==> src/rtl/susp_consts.vh <==
// Opcodes, status values and timing constants of the suspend/resume controller
`ifndef SUSP_CONSTS_VH
`define SUSP_CONSTS_VH
`define OP_SUSPEND      8'h75
`define OP_RESUME       8'h7a
`define OP_READ_STATUS  8'h05
`define OP_WRITE_STATUS 8'h01
`define OP_PAGE_PROGRAM 8'h02
`define OP_SECTOR_ERASE 8'h20
`define OP_BLOCK32      8'h52
`define OP_BLOCK64      8'hd8
`define OP_CHIP_ERASE_A 8'hc7
`define OP_CHIP_ERASE_B 8'h60
`define STATUS_RESET    8'h00
`define ERASED_BYTE     8'hff
`define STATUS_BUSY_BIT 0
`define CLK_PERIOD_NS   50
`define SUSPEND_TIME_NS 2000
`define SUSPEND_CYCLES  (`SUSPEND_TIME_NS / `CLK_PERIOD_NS)
// Edges from select pin rising to the pausing state: two sync flops, framing, state
`define SUSPEND_LATENCY 4
`define SUSPEND_LAST    (`SUSPEND_CYCLES - `SUSPEND_LATENCY - 1)
`define PUW_MIN_TIME_US 1000
// One millisecond at 50 ns per cycle
`define PUW_MIN_CYCLES  16'd20000
`define OPCODE_BITS     4'd8
`endif

==> src/rtl/opcode_receiver.v <==
// Serial opcode receiver: synchronises the pins and frames one opcode per select
`include "susp_consts.vh"
`default_nettype none
module opcode_receiver (
    input  wire       ref_clk,      // System clock
    input  wire       reset_n,      // Asynchronous reset, active low
    input  wire       cs_n,         // Chip select pin, active low
    input  wire       sclk,         // Serial clock pin
    input  wire       si,           // Serial data in pin
    output reg        op_valid,     // One-cycle pulse: opcode framed
    output reg  [7:0] op_code       // Received opcode
);
    // ****************************************
    // Pin synchronisers
    // ****************************************
    reg  [2:0] meta_q;
    reg  [2:0] sync_q;
    reg        sclk_prev_q;
    reg        cs_prev_q;
    reg  [7:0] shift_q;
    reg  [3:0] count_q;
    wire       cs_n_s = sync_q[2];
    wire       sclk_s = sync_q[1];
    wire       si_s   = sync_q[0];

    always @(posedge ref_clk or negedge reset_n) begin
        if (!reset_n) begin
            // Idle pin levels: select high, clock and data low
            meta_q <= 3'h4;
            sync_q <= 3'h4;
        end else begin
            meta_q <= {cs_n, sclk, si};
            sync_q <= meta_q;
        end
    end

    // ****************************************
    // Shift and frame
    // ****************************************
    always @(posedge ref_clk or negedge reset_n) begin
        if (!reset_n) begin
            sclk_prev_q <= 1'b0;
            cs_prev_q   <= 1'b1;
            shift_q     <= 8'h00;
            count_q     <= 4'h0;
            op_valid    <= 1'b0;
            op_code     <= 8'h00;
        end else begin
            sclk_prev_q <= sclk_s;
            cs_prev_q   <= cs_n_s;
            op_valid    <= 1'b0;
            if (cs_n_s) begin
                count_q <= 4'h0;
                // Only exactly eight bits count as an opcode
                if (!cs_prev_q && count_q == `OPCODE_BITS) begin
                    op_valid <= 1'b1;
                    op_code  <= shift_q;
                end
            end else if (sclk_s && !sclk_prev_q) begin
                shift_q <= {shift_q[6:0], si_s};
                if (count_q != 4'h9)
                    count_q <= count_q + 4'h1;
            end
        end
    end
endmodule // opcode_receiver
`default_nettype wire

==> src/rtl/suspend_ctrl.v <==
// Program/erase suspend and resume controller with busy status and power-up lockout
// Operation
// - Opcode 75h pauses a running sector erase, block erase or page program.
// - While suspended, refuse status write, page program and all erase opcodes.
// - Suspend only acts during sector erase, block erase or page program.
// - Read-status stays usable while the suspend is taking effect.
// - Busy reads 1 during suspend transition, 0 once suspended.
// - Power loss (reset) clears any suspended state.
// - Opcode 7Ah continues the suspended operation to completion.
// - Accepted resume sets busy back to 1 for the rest of the operation.
// - Resume is ignored unless a suspension is active.
// - Array is delivered erased; every byte reads ffh.
// - Status register holds 00h after power-up.
// - Write instructions are rejected for the power-up lockout time.
// - Suspension completes within 2 us of select rising after opcode.
`include "susp_consts.vh"
`default_nettype none
module suspend_ctrl #(
    parameter [15:0] PUW_CYCLES = `PUW_MIN_CYCLES  // Power-up write lockout length
) (
    input  wire       ref_clk,        // 20 MHz system clock
    input  wire       reset_n,        // Power-on reset, active low
    input  wire       cs_n,           // Chip select pin, active low
    input  wire       sclk,           // Serial clock pin
    input  wire       si,             // Serial data in pin
    input  wire       op_done,        // Array engine finished current operation
    output reg  [7:0] status_q,       // Status register image
    output wire       busy,           // Busy flag
    output wire       suspended,      // Suspension complete and active
    output wire       engine_hold,    // Array engine must pause
    output reg        write_grant,    // Pulse: write opcode accepted
    output reg  [7:0] grant_code,     // Opcode that was granted
    output reg        cmd_refused,    // Pulse: write opcode refused
    output reg        status_read,    // Pulse: read-status opcode served
    output reg        write_lockout,  // Power-up write lockout active
    output wire [7:0] erased_value    // Value of an erased array byte
);
    // ****************************************
    // States
    // ****************************************
    localparam [1:0] ST_IDLE    = 2'h0;
    localparam [1:0] ST_RUN     = 2'h1;
    localparam [1:0] ST_PAUSING = 2'h2;
    localparam [1:0] ST_PAUSED  = 2'h3;
    localparam integer SUS_LAST_I  = `SUSPEND_LAST;
    localparam [5:0]   SUS_LAST    = SUS_LAST_I[5:0];
    localparam [7:0]   STATUS_INIT = `STATUS_RESET;
    localparam integer BUSY_BIT    = `STATUS_BUSY_BIT;

    reg  [1:0]  state_q;
    reg  [1:0]  state_d;
    reg         can_pause_q;
    reg  [5:0]  sus_cnt_q;
    reg  [15:0] puw_cnt_q;
    wire        op_valid;
    wire [7:0]  op_code;
    reg         is_write;
    reg         is_pausable;
    wire        pause_req;
    wire        resume_req;
    wire        read_req;
    wire [7:0]  status_d;
    genvar      gi;

    opcode_receiver u_rx (
        .ref_clk  (ref_clk),
        .reset_n  (reset_n),
        .cs_n     (cs_n),
        .sclk     (sclk),
        .si       (si),
        .op_valid (op_valid),
        .op_code  (op_code)
    );

    assign erased_value = `ERASED_BYTE;

    // ****************************************
    // Opcode classes
    // ****************************************
    always @* begin
        is_write    = 1'b0;
        is_pausable = 1'b0;
        case (op_code)
            `OP_WRITE_STATUS, `OP_CHIP_ERASE_A, `OP_CHIP_ERASE_B: is_write = 1'b1;
            `OP_PAGE_PROGRAM, `OP_SECTOR_ERASE, `OP_BLOCK32, `OP_BLOCK64: begin
                is_write    = 1'b1;
                is_pausable = 1'b1;
            end
            default: is_write = 1'b0;
        endcase
    end

    // ****************************************
    // Command decode
    // ****************************************
    // A suspend only counts while a pausable operation runs
    assign pause_req  = op_valid && (op_code == `OP_SUSPEND) && can_pause_q;
    assign resume_req = op_valid && (op_code == `OP_RESUME);
    assign read_req   = op_valid && (op_code == `OP_READ_STATUS);

    // ****************************************
    // Next state
    // ****************************************
    always @* begin
        state_d = state_q;
        case (state_q)
            ST_IDLE: begin
                if (op_valid && is_write && !write_lockout)
                    state_d = ST_RUN;
            end
            ST_RUN: begin
                // A finishing operation wins over a late suspend
                if (op_done)
                    state_d = ST_IDLE;
                else if (pause_req)
                    state_d = ST_PAUSING;
            end
            ST_PAUSING: begin
                if (sus_cnt_q == SUS_LAST)
                    state_d = ST_PAUSED;
            end
            ST_PAUSED: begin
                // The held engine cannot finish here; only a resume leaves
                if (resume_req)
                    state_d = ST_RUN;
            end
            default: state_d = ST_IDLE;
        endcase
    end

    // ****************************************
    // State register
    // ****************************************
    always @(posedge ref_clk or negedge reset_n) begin
        if (!reset_n)
            state_q <= ST_IDLE;
        else
            state_q <= state_d;
    end

    // ****************************************
    // Power-up write lockout
    // ****************************************
    // Writes stay refused until the counter has run out once
    always @(posedge ref_clk or negedge reset_n) begin
        if (!reset_n) begin
            puw_cnt_q     <= 16'h0000;
            write_lockout <= 1'b1;
        end else if (write_lockout) begin
            if (puw_cnt_q == PUW_CYCLES - 16'h0001)
                write_lockout <= 1'b0;
            puw_cnt_q <= puw_cnt_q + 16'h0001;
        end
    end

    // ****************************************
    // Suspend timer
    // ****************************************
    // Counts cycles spent pausing; cleared in every other state
    always @(posedge ref_clk or negedge reset_n) begin
        if (!reset_n)
            sus_cnt_q <= 6'h00;
        else if (state_q == ST_PAUSING)
            sus_cnt_q <= sus_cnt_q + 6'h01;
        else
            sus_cnt_q <= 6'h00;
    end

    // ****************************************
    // Write grant and refusal
    // ****************************************
    always @(posedge ref_clk or negedge reset_n) begin
        if (!reset_n) begin
            can_pause_q <= 1'b0;
            write_grant <= 1'b0;
            grant_code  <= 8'h00;
            cmd_refused <= 1'b0;
        end else begin
            write_grant <= 1'b0;
            cmd_refused <= 1'b0;
            if (op_valid && is_write) begin
                if (state_q == ST_IDLE && !write_lockout) begin
                    write_grant <= 1'b1;
                    grant_code  <= op_code;
                    can_pause_q <= is_pausable;
                end else begin
                    cmd_refused <= 1'b1;
                end
            end
        end
    end

    // ****************************************
    // Read-status strobe
    // ****************************************
    // Served in every state, suspend transition included
    always @(posedge ref_clk or negedge reset_n) begin
        if (!reset_n)
            status_read <= 1'b0;
        else
            status_read <= read_req;
    end

    // ****************************************
    // Status
    // ****************************************
    assign busy        = (state_q == ST_RUN) || (state_q == ST_PAUSING);
    assign suspended   = (state_q == ST_PAUSED);
    assign engine_hold = (state_q == ST_PAUSING) || (state_q == ST_PAUSED);

    // Only the busy bit is live; the others keep their delivered value
    generate
        for (gi = 0; gi < 8; gi = gi + 1) begin : g_status
            if (gi == BUSY_BIT) begin : g_busy
                assign status_d[gi] = (state_d == ST_RUN) || (state_d == ST_PAUSING);
            end else begin : g_fixed
                assign status_d[gi] = STATUS_INIT[gi];
            end
        end
    endgenerate

    always @(posedge ref_clk or negedge reset_n) begin
        if (!reset_n)
            status_q <= STATUS_INIT;
        else
            status_q <= status_d;
    end
endmodule // suspend_ctrl
`default_nettype wire

==> config.mk <==
export PLATFORM = sky130hd
export DESIGN_NAME = suspend_ctrl
export DESIGN_NICKNAME = d
export VERILOG_FILES = /design/src/rtl/opcode_receiver.v /design/src/rtl/suspend_ctrl.v
export VERILOG_INCLUDE_DIRS = /design/src /design/src/rtl
export SDC_FILE = /design/constraint.sdc
export NUM_CORES = 1
export LEC_CHECK = 0
export BUFFER_PORTS_ARGS = -buffer_cell sky130_fd_sc_hd__buf_4
export CAP_MARGIN = 20
export CORE_ASPECT_RATIO = 0.8
export CORE_UTILIZATION = 30
export DETAILED_ROUTE_END_ITERATION = 10
export HOLD_SLACK_MARGIN = 0.15
export PLACE_DENSITY = 0.51
export SLEW_MARGIN = 20
export SYNTH_ARGS = -nofsm -noshare
export SYNTH_HDL_FRONTEND = slang
export SYNTH_SLANG_ARGS = --single-unit
==> constraint.sdc <==
create_clock -name ref_clk -period 2.2 [get_ports ref_clk]
set_input_delay 0.22 -clock ref_clk [delete_from_list [all_inputs] [get_ports ref_clk]]
set_output_delay 0.22 -clock ref_clk [all_outputs]
set_load 0.01 [all_outputs]
After elaboration in Yosys (flattened, before gate mapping)
Cells that the tools add are included.
- register bits after elaboration: 67
- bits in latches: 0
- bits in writable memories: 0
- memory bits (read-only): 0
- input bits: 6
- output and inout port bits: 31
- word-level logic and storage cells: 85
- memories kept: 0
- add/subtract/negate cells: 3
- multipliers: 0
- divide/modulo/power cells: 0
- magnitude comparators: 0
- eq/ne operators: 19
- shifts and indexed selects: 0
- multiplexer cells: 20
- bitwise gates (word level): 1
- reduce and logical (&&, ||, !) cells: 24
- operators with widths (operator ; count):
    equality test 8 x 7 -> 1 bit (second input constant) ; 4
    adder 16 x 1 -> 16 bit (second input constant) ; 1
    equality test 16 x 15 -> 1 bit (second input constant) ; 1
    equality test 8 bit (second input constant) ; 2
    two-way mux 4 bit ; 3
    two-way mux 1 bit ; 10
    two-way mux 2 bit ; 5
    logical AND 1 bit ; 9
    equality test 8 x 1 -> 1 bit (second input constant) ; 1
    equality test 8 x 2 -> 1 bit (second input constant) ; 1
    equality test 8 x 3 -> 1 bit (second input constant) ; 1
    equality test 8 x 6 -> 1 bit (second input constant) ; 1
    one-hot mux 2 bit (4 select lines) ; 1
    AND reduction 2 bit ; 4
    OR reduction 7 bit ; 1
    adder 6 x 1 -> 6 bit (second input constant) ; 1
    equality test 2 bit (second input constant) ; 3
    equality test 6 bit (second input constant) ; 1
    two-way mux 6 bit ; 1
    adder 4 x 1 -> 4 bit (second input constant) ; 1
    equality test 2 x 1 -> 1 bit (second input constant) ; 2
    equality test 4 bit (second input constant) ; 1
    inequality test 4 bit (second input constant) ; 1
    nonzero test 2 bit ; 2
    other kinds (5) ; 9

Depth between registers and ports, before layout
- depth in word-level cells: 9
- gate-level depth with buffers: 8
- mapped depth without buffers: 7

By module
A second synthesis with hierarchy kept.
- cell total of the unflattened synthesis: 256
- area, all modules: 3193.1 µm²
- modules (own cells, without submodules) (module ; times used ; cells an instance ; area each (µm²) ; sequential area each (µm²)):
    suspend_ctrl ; 1 ; 185 ; 2079.5 ; 952.2
    opcode_receiver ; 1 ; 71 ; 1113.6 ; 729.4

Worst setup path before layout
No wires, ideal clock.
- kind: register -> register
- start point: register u_rx.op_code[5]
- end point: register grant_code[0]
- setup time: 125 ps
- data arrival time: 1946 ps
- required time: 2075 ps
- path slack: 130 ps
- cell stages (with the launch flop): 7
- buffers on the path: 1
- clock period less this slack: 2070 ps
- cell sequence: dfrtp_1 clkbuf_2 or4b_1 o32ai_1 o21ai_2 a21oi_4 mux2_2
- word-level cells in the longest chain between the ends: 5
- elaborated cells between the ends (all ways): 11
- classes of those cells: 7 x eq/ne; 1 x mux; 3 x reduce/logical
- RTL lines (item ; RTL line ; text):
    start, declared ; opcode_receiver.v:11 ; output reg [7:0] op_code
    start signal, assigned ; opcode_receiver.v:57 ; op_code <= shift_q;
    equality test 8 x 2 -> 1 bit (tied with other cells) ; suspend_ctrl.v:83 ; case (op_code)
    OR reduction 7 bit (no source line) * ; -- ;
    two-way mux 1 bit * ; suspend_ctrl.v:83 ;
    logical AND 1 bit * ; suspend_ctrl.v:181 ; if (op_valid && is_write) begin
    AND reduction 2 bit (no source line) * ; -- ;
    end signal, assigned ; suspend_ctrl.v:184 ; grant_code <= op_code;
    end, declared ; suspend_ctrl.v:32 ; output reg [7:0] grant_code,
Every way passes the cells marked *; elsewhere a longest branch is shown, timed or not.
A chain may end at the register's enable or synchronous reset.

Worst setup path in the final report
- start point: register u_rx.op_code[3]
- end point: register grant_code[2]
The elaborated chain is that of the path after synthesis.

==> results.sh <==
export IMPL_outcome="finished clean"
export IMPL_grt_total_usage_pct=12.2
export IMPL_min_period_ps=2120
export IMPL_place_ws_ps=4.25
export IMPL_async_flop_share_pct=100
export IMPL_ir_drop_v=0.000378
export IMPL_ys_flop_type="dfrtp_1"
export IMPL_cts_clk_slew_worst_paths_ps=50
export IMPL_switching_share_pct=20.9
export IMPL_ff2ff_setup_slack_ps=80
export IMPL_antenna_found_initial=0
export IMPL_grt_pass1_vias=1954
export IMPL_fmax_ghz=0.472
export IMPL_crit_path_max_fanout=9
export IMPL_core_area_mm2=0.00985
export IMPL_root_buffer="clkbuf_16"
export IMPL_insertion_delay_ps=330
export IMPL_drv_slew=0
export IMPL_critPathLaunchType="register"
export IMPL_clkPwrFrac_pct=48.7
export IMPL_ant_nets=0
export IMPL_ys_seq_area_share_pct=54.1
export IMPL_drc=0
export IMPL_rsz0062_at_grt="no"
export IMPL_netlist_area_mm2=0.00311
export IMPL_hp_class="reg2reg"
export IMPL_syn_instance_count=275
export IMPL_yosysWarnings=0
export IMPL_crit_type="reg2reg"
export IMPL_avgViaCountPerCell=4.46
export IMPL_htreeDepth=3
export IMPL_pwr_density_cell_mw_per_mm2=761
export IMPL_fp_dieH_um=93
export IMPL_cp_arrival_ps=2330
export IMPL_place_congestion=0.786
export IMPL_leakage_nw=1.86
export IMPL_synthesis_area_per_instance_um2=11.3
export IMPL_start_util_pct=31.5
export IMPL_netlist_cell_type_count=51
export IMPL_wirelength_um=5760
export IMPL_rows=32
export IMPL_min_period_over_period_pct=96.2
export IMPL_vias=2035
export IMPL_p_sw_w=0.000600
export IMPL_seqPwrFrac_pct=47.1
export IMPL_drive_gt1_share_pct=23.4
export IMPL_worst_pin_slew_ps=863
export IMPL_cts_tree="yes"
export IMPL_dieWidth_um=116
export IMPL_power_w=0.00288
export IMPL_internal_power_w=0.00228
export IMPL_worstSetupEndpointType="register"
export IMPL_grt_pass1_wl_um=9740
export IMPL_die_area_mm2=0.0108
export IMPL_setup_viol=0
export IMPL_syn_to_final_growth_pct=21.8
export IMPL_maxCapViolations=0
export IMPL_wl_per_cell_um=12.6
export IMPL_grt_ovfl_total=0
export IMPL_cp_required_ps=2410
export IMPL_fin_setup_tns_ps=0
export IMPL_cts_buffers=9
export IMPL_io_pins=37
export IMPL_ys_ff_latch=67
export IMPL_dp_final_hpwl_um=3880
export IMPL_n_antenna_cell=0
export IMPL_numPortBuffers=21
export IMPL_slew_headroom_pct=42.4
export IMPL_synth_edf_count=0
export IMPL_grt_max_degree=68
export IMPL_cts_buffer_depth=2
export IMPL_drt_pass1_iterations=4
export IMPL_cts_sinks=67
export IMPL_layout_nets=331
export IMPL_final_setup_worst_slack_ps=83.2
export IMPL_finClkSkew_ps=3.37
export IMPL_finalHoldViolCount=0
export IMPL_drt_iter0_drc=145
export IMPL_p_comb_share_pct=4.2
[synthesized netlist by cell type (all sizes together), types with 6 or more instances]
| cell type | count | area (um^2) |
|---|---|---|
| inv | 8 | 30.0 |
| mux2 | 17 | 191 |
| xnor2 | 16 | 140 |
| clkbuf | 6 | 23.8 |
| nor2b | 6 | 37.5 |
| nand3 | 9 | 45.0 |
| xor2 | 6 | 52.6 |
| buf | 16 | 124 |
| nor2 | 11 | 41.3 |
| ha | 10 | 125 |
| nand2 | 36 | 135 |
| dfrtp | 63 | 1580 |
| and3 | 7 | 45.1 |
[flip-flops by register name (all words and copies together) (netlist names), 2 cells and up]
| register | count |
|---|---|
| u_rx.op_code | 8 |
| u_rx.count_q | 4 |
| grant_code | 8 |
| u_rx.sync_q | 3 |
| u_rx.meta_q | 3 |
| u_rx.shift_q | 8 |
| state_q | 2 |
| puw_cnt_q | 16 |
| sus_cnt_q | 6 |
[metal layers]
layer	vias to the layer above	routed length, um	part of all wire, %	global-route usage (%)
met2	46	2370	41	16.2
met1	990	3040	53	17.0
met4	0	76	1.3	5.24
met3	6	271	4.7	5.06
li1	993	-	-	-
met5	-	0	0	0
[worst max-delay path: stages, from the launching register on]
cell      delay (ps)
dfrtp_1          380
or4_1            520
a211oi_1         300
nor2_1           140
a21oi_4          190
buf_12           140
mux2_2           330
[timing repair]
action | in CTS | in global routing
pin swaps | 1 | 0
buffers inserted | 1 | 0
hold buffers | 4 | 0
gates resized for setup | 0 | 1
setup endpoints to repair | 8 | 1
endpoints found under the hold margin | 66 | 0
[logic make-up after synthesis]
| family | after synthesis | share of synthesized area [%] |
|---|---|---|
| buffers and inverters | 31 | 5.84 |
| and+or+nand+nor | 103 | 17.7 |
| AOI/OAI and AO/OA | 21 | 5.00 |
| muxes | 19 | 6.81 |
| DFF | 67 | 54.1 |
| other | 2 | 0.242 |
| adders and majority gates | 10 | 4.03 |
| xor gates and xnor gates | 22 | 6.20 |
[cell type report]
type / instances / area (um^2)
Timing Repair Buffer: 38 / 308
Sequential cell: 67 / 1680
Clock buffer: 14 / 254
Clock inverter: 2 / 35.0
Inverter: 9 / 33.8
Multi-Input combinational cell: 190 / 1300
Tap cell: 136 / 170
Fill cell: 973 / 6070
[metrics by stage]
step / cell area [um^2] / std cells / utilization (%) / hold WS, ps
global route: 3780 / 456 / 38.4 / 363
detailed placement: 3420 / 435 / 34.8 / 330
finish: 3780 / 456 / 38.4 / 345
floorplan: 3150 / 288 / - / -75.6
global placement: 3420 / 435 / 34.8 / 330
CTS: 3770 / 456 / 38.3 / 346
[power by group through the flow]
stage / sequential (W) / clock [W] / combinational (W)
after detailed placement: 0.00137 / 0 / 0.000118
after floorplan: 0.00136 / 0 / 0.0000995
after CTS: 0.00135 / 0.00144 / 0.000124
after global placement: 0.00137 / 0 / 0.000116
final: 0.00136 / 0.00140 / 0.000121
after global routing: 0.00137 / 0.00150 / 0.000138
[worst paths after layout]
| check | from | end | cells past startpoint |
|---|---|---|---|
| worst min register to register | u_rx.meta_q[0] | u_rx.sync_q[0] | 0 |
| worst max register to register | u_rx.op_code[3] | grant_code[2] | 6 |
| max in group asynchronous | reset_n | u_rx.count_q[2] | 2 |
| worst max-delay path | u_rx.op_code[3] | grant_code[2] | 6 |
| worst min-delay path | u_rx.meta_q[0] | u_rx.sync_q[0] | 0 |
| min in group asynchronous | reset_n | grant_code[4] | 2 |
[cell usage in the layout, fill, tap and decap left out, types with 3 or more instances in the layout]
cell type	instances
buf_4	33
nand3_1	9
mux2_2	17
dfrtp_1	63
dfstp_2	4
ha_1	10
nor2b_1	6
inv_1	8
o21ai_0	4
clkbuf_1	4
o211ai_1	3
and3_1	6
dlygate4sd3_1	4
xor2_1	6
nor2_1	11
nand4_1	5
clkbuf_16	9
conb_1	15
nand4b_1	3
a21oi_1	3
and2_1	4
xnor2_1	16
nand2b_1	3
nand2_1	36
nor3_1	4
Note: power is estimated with default switching activity, not from simulation.
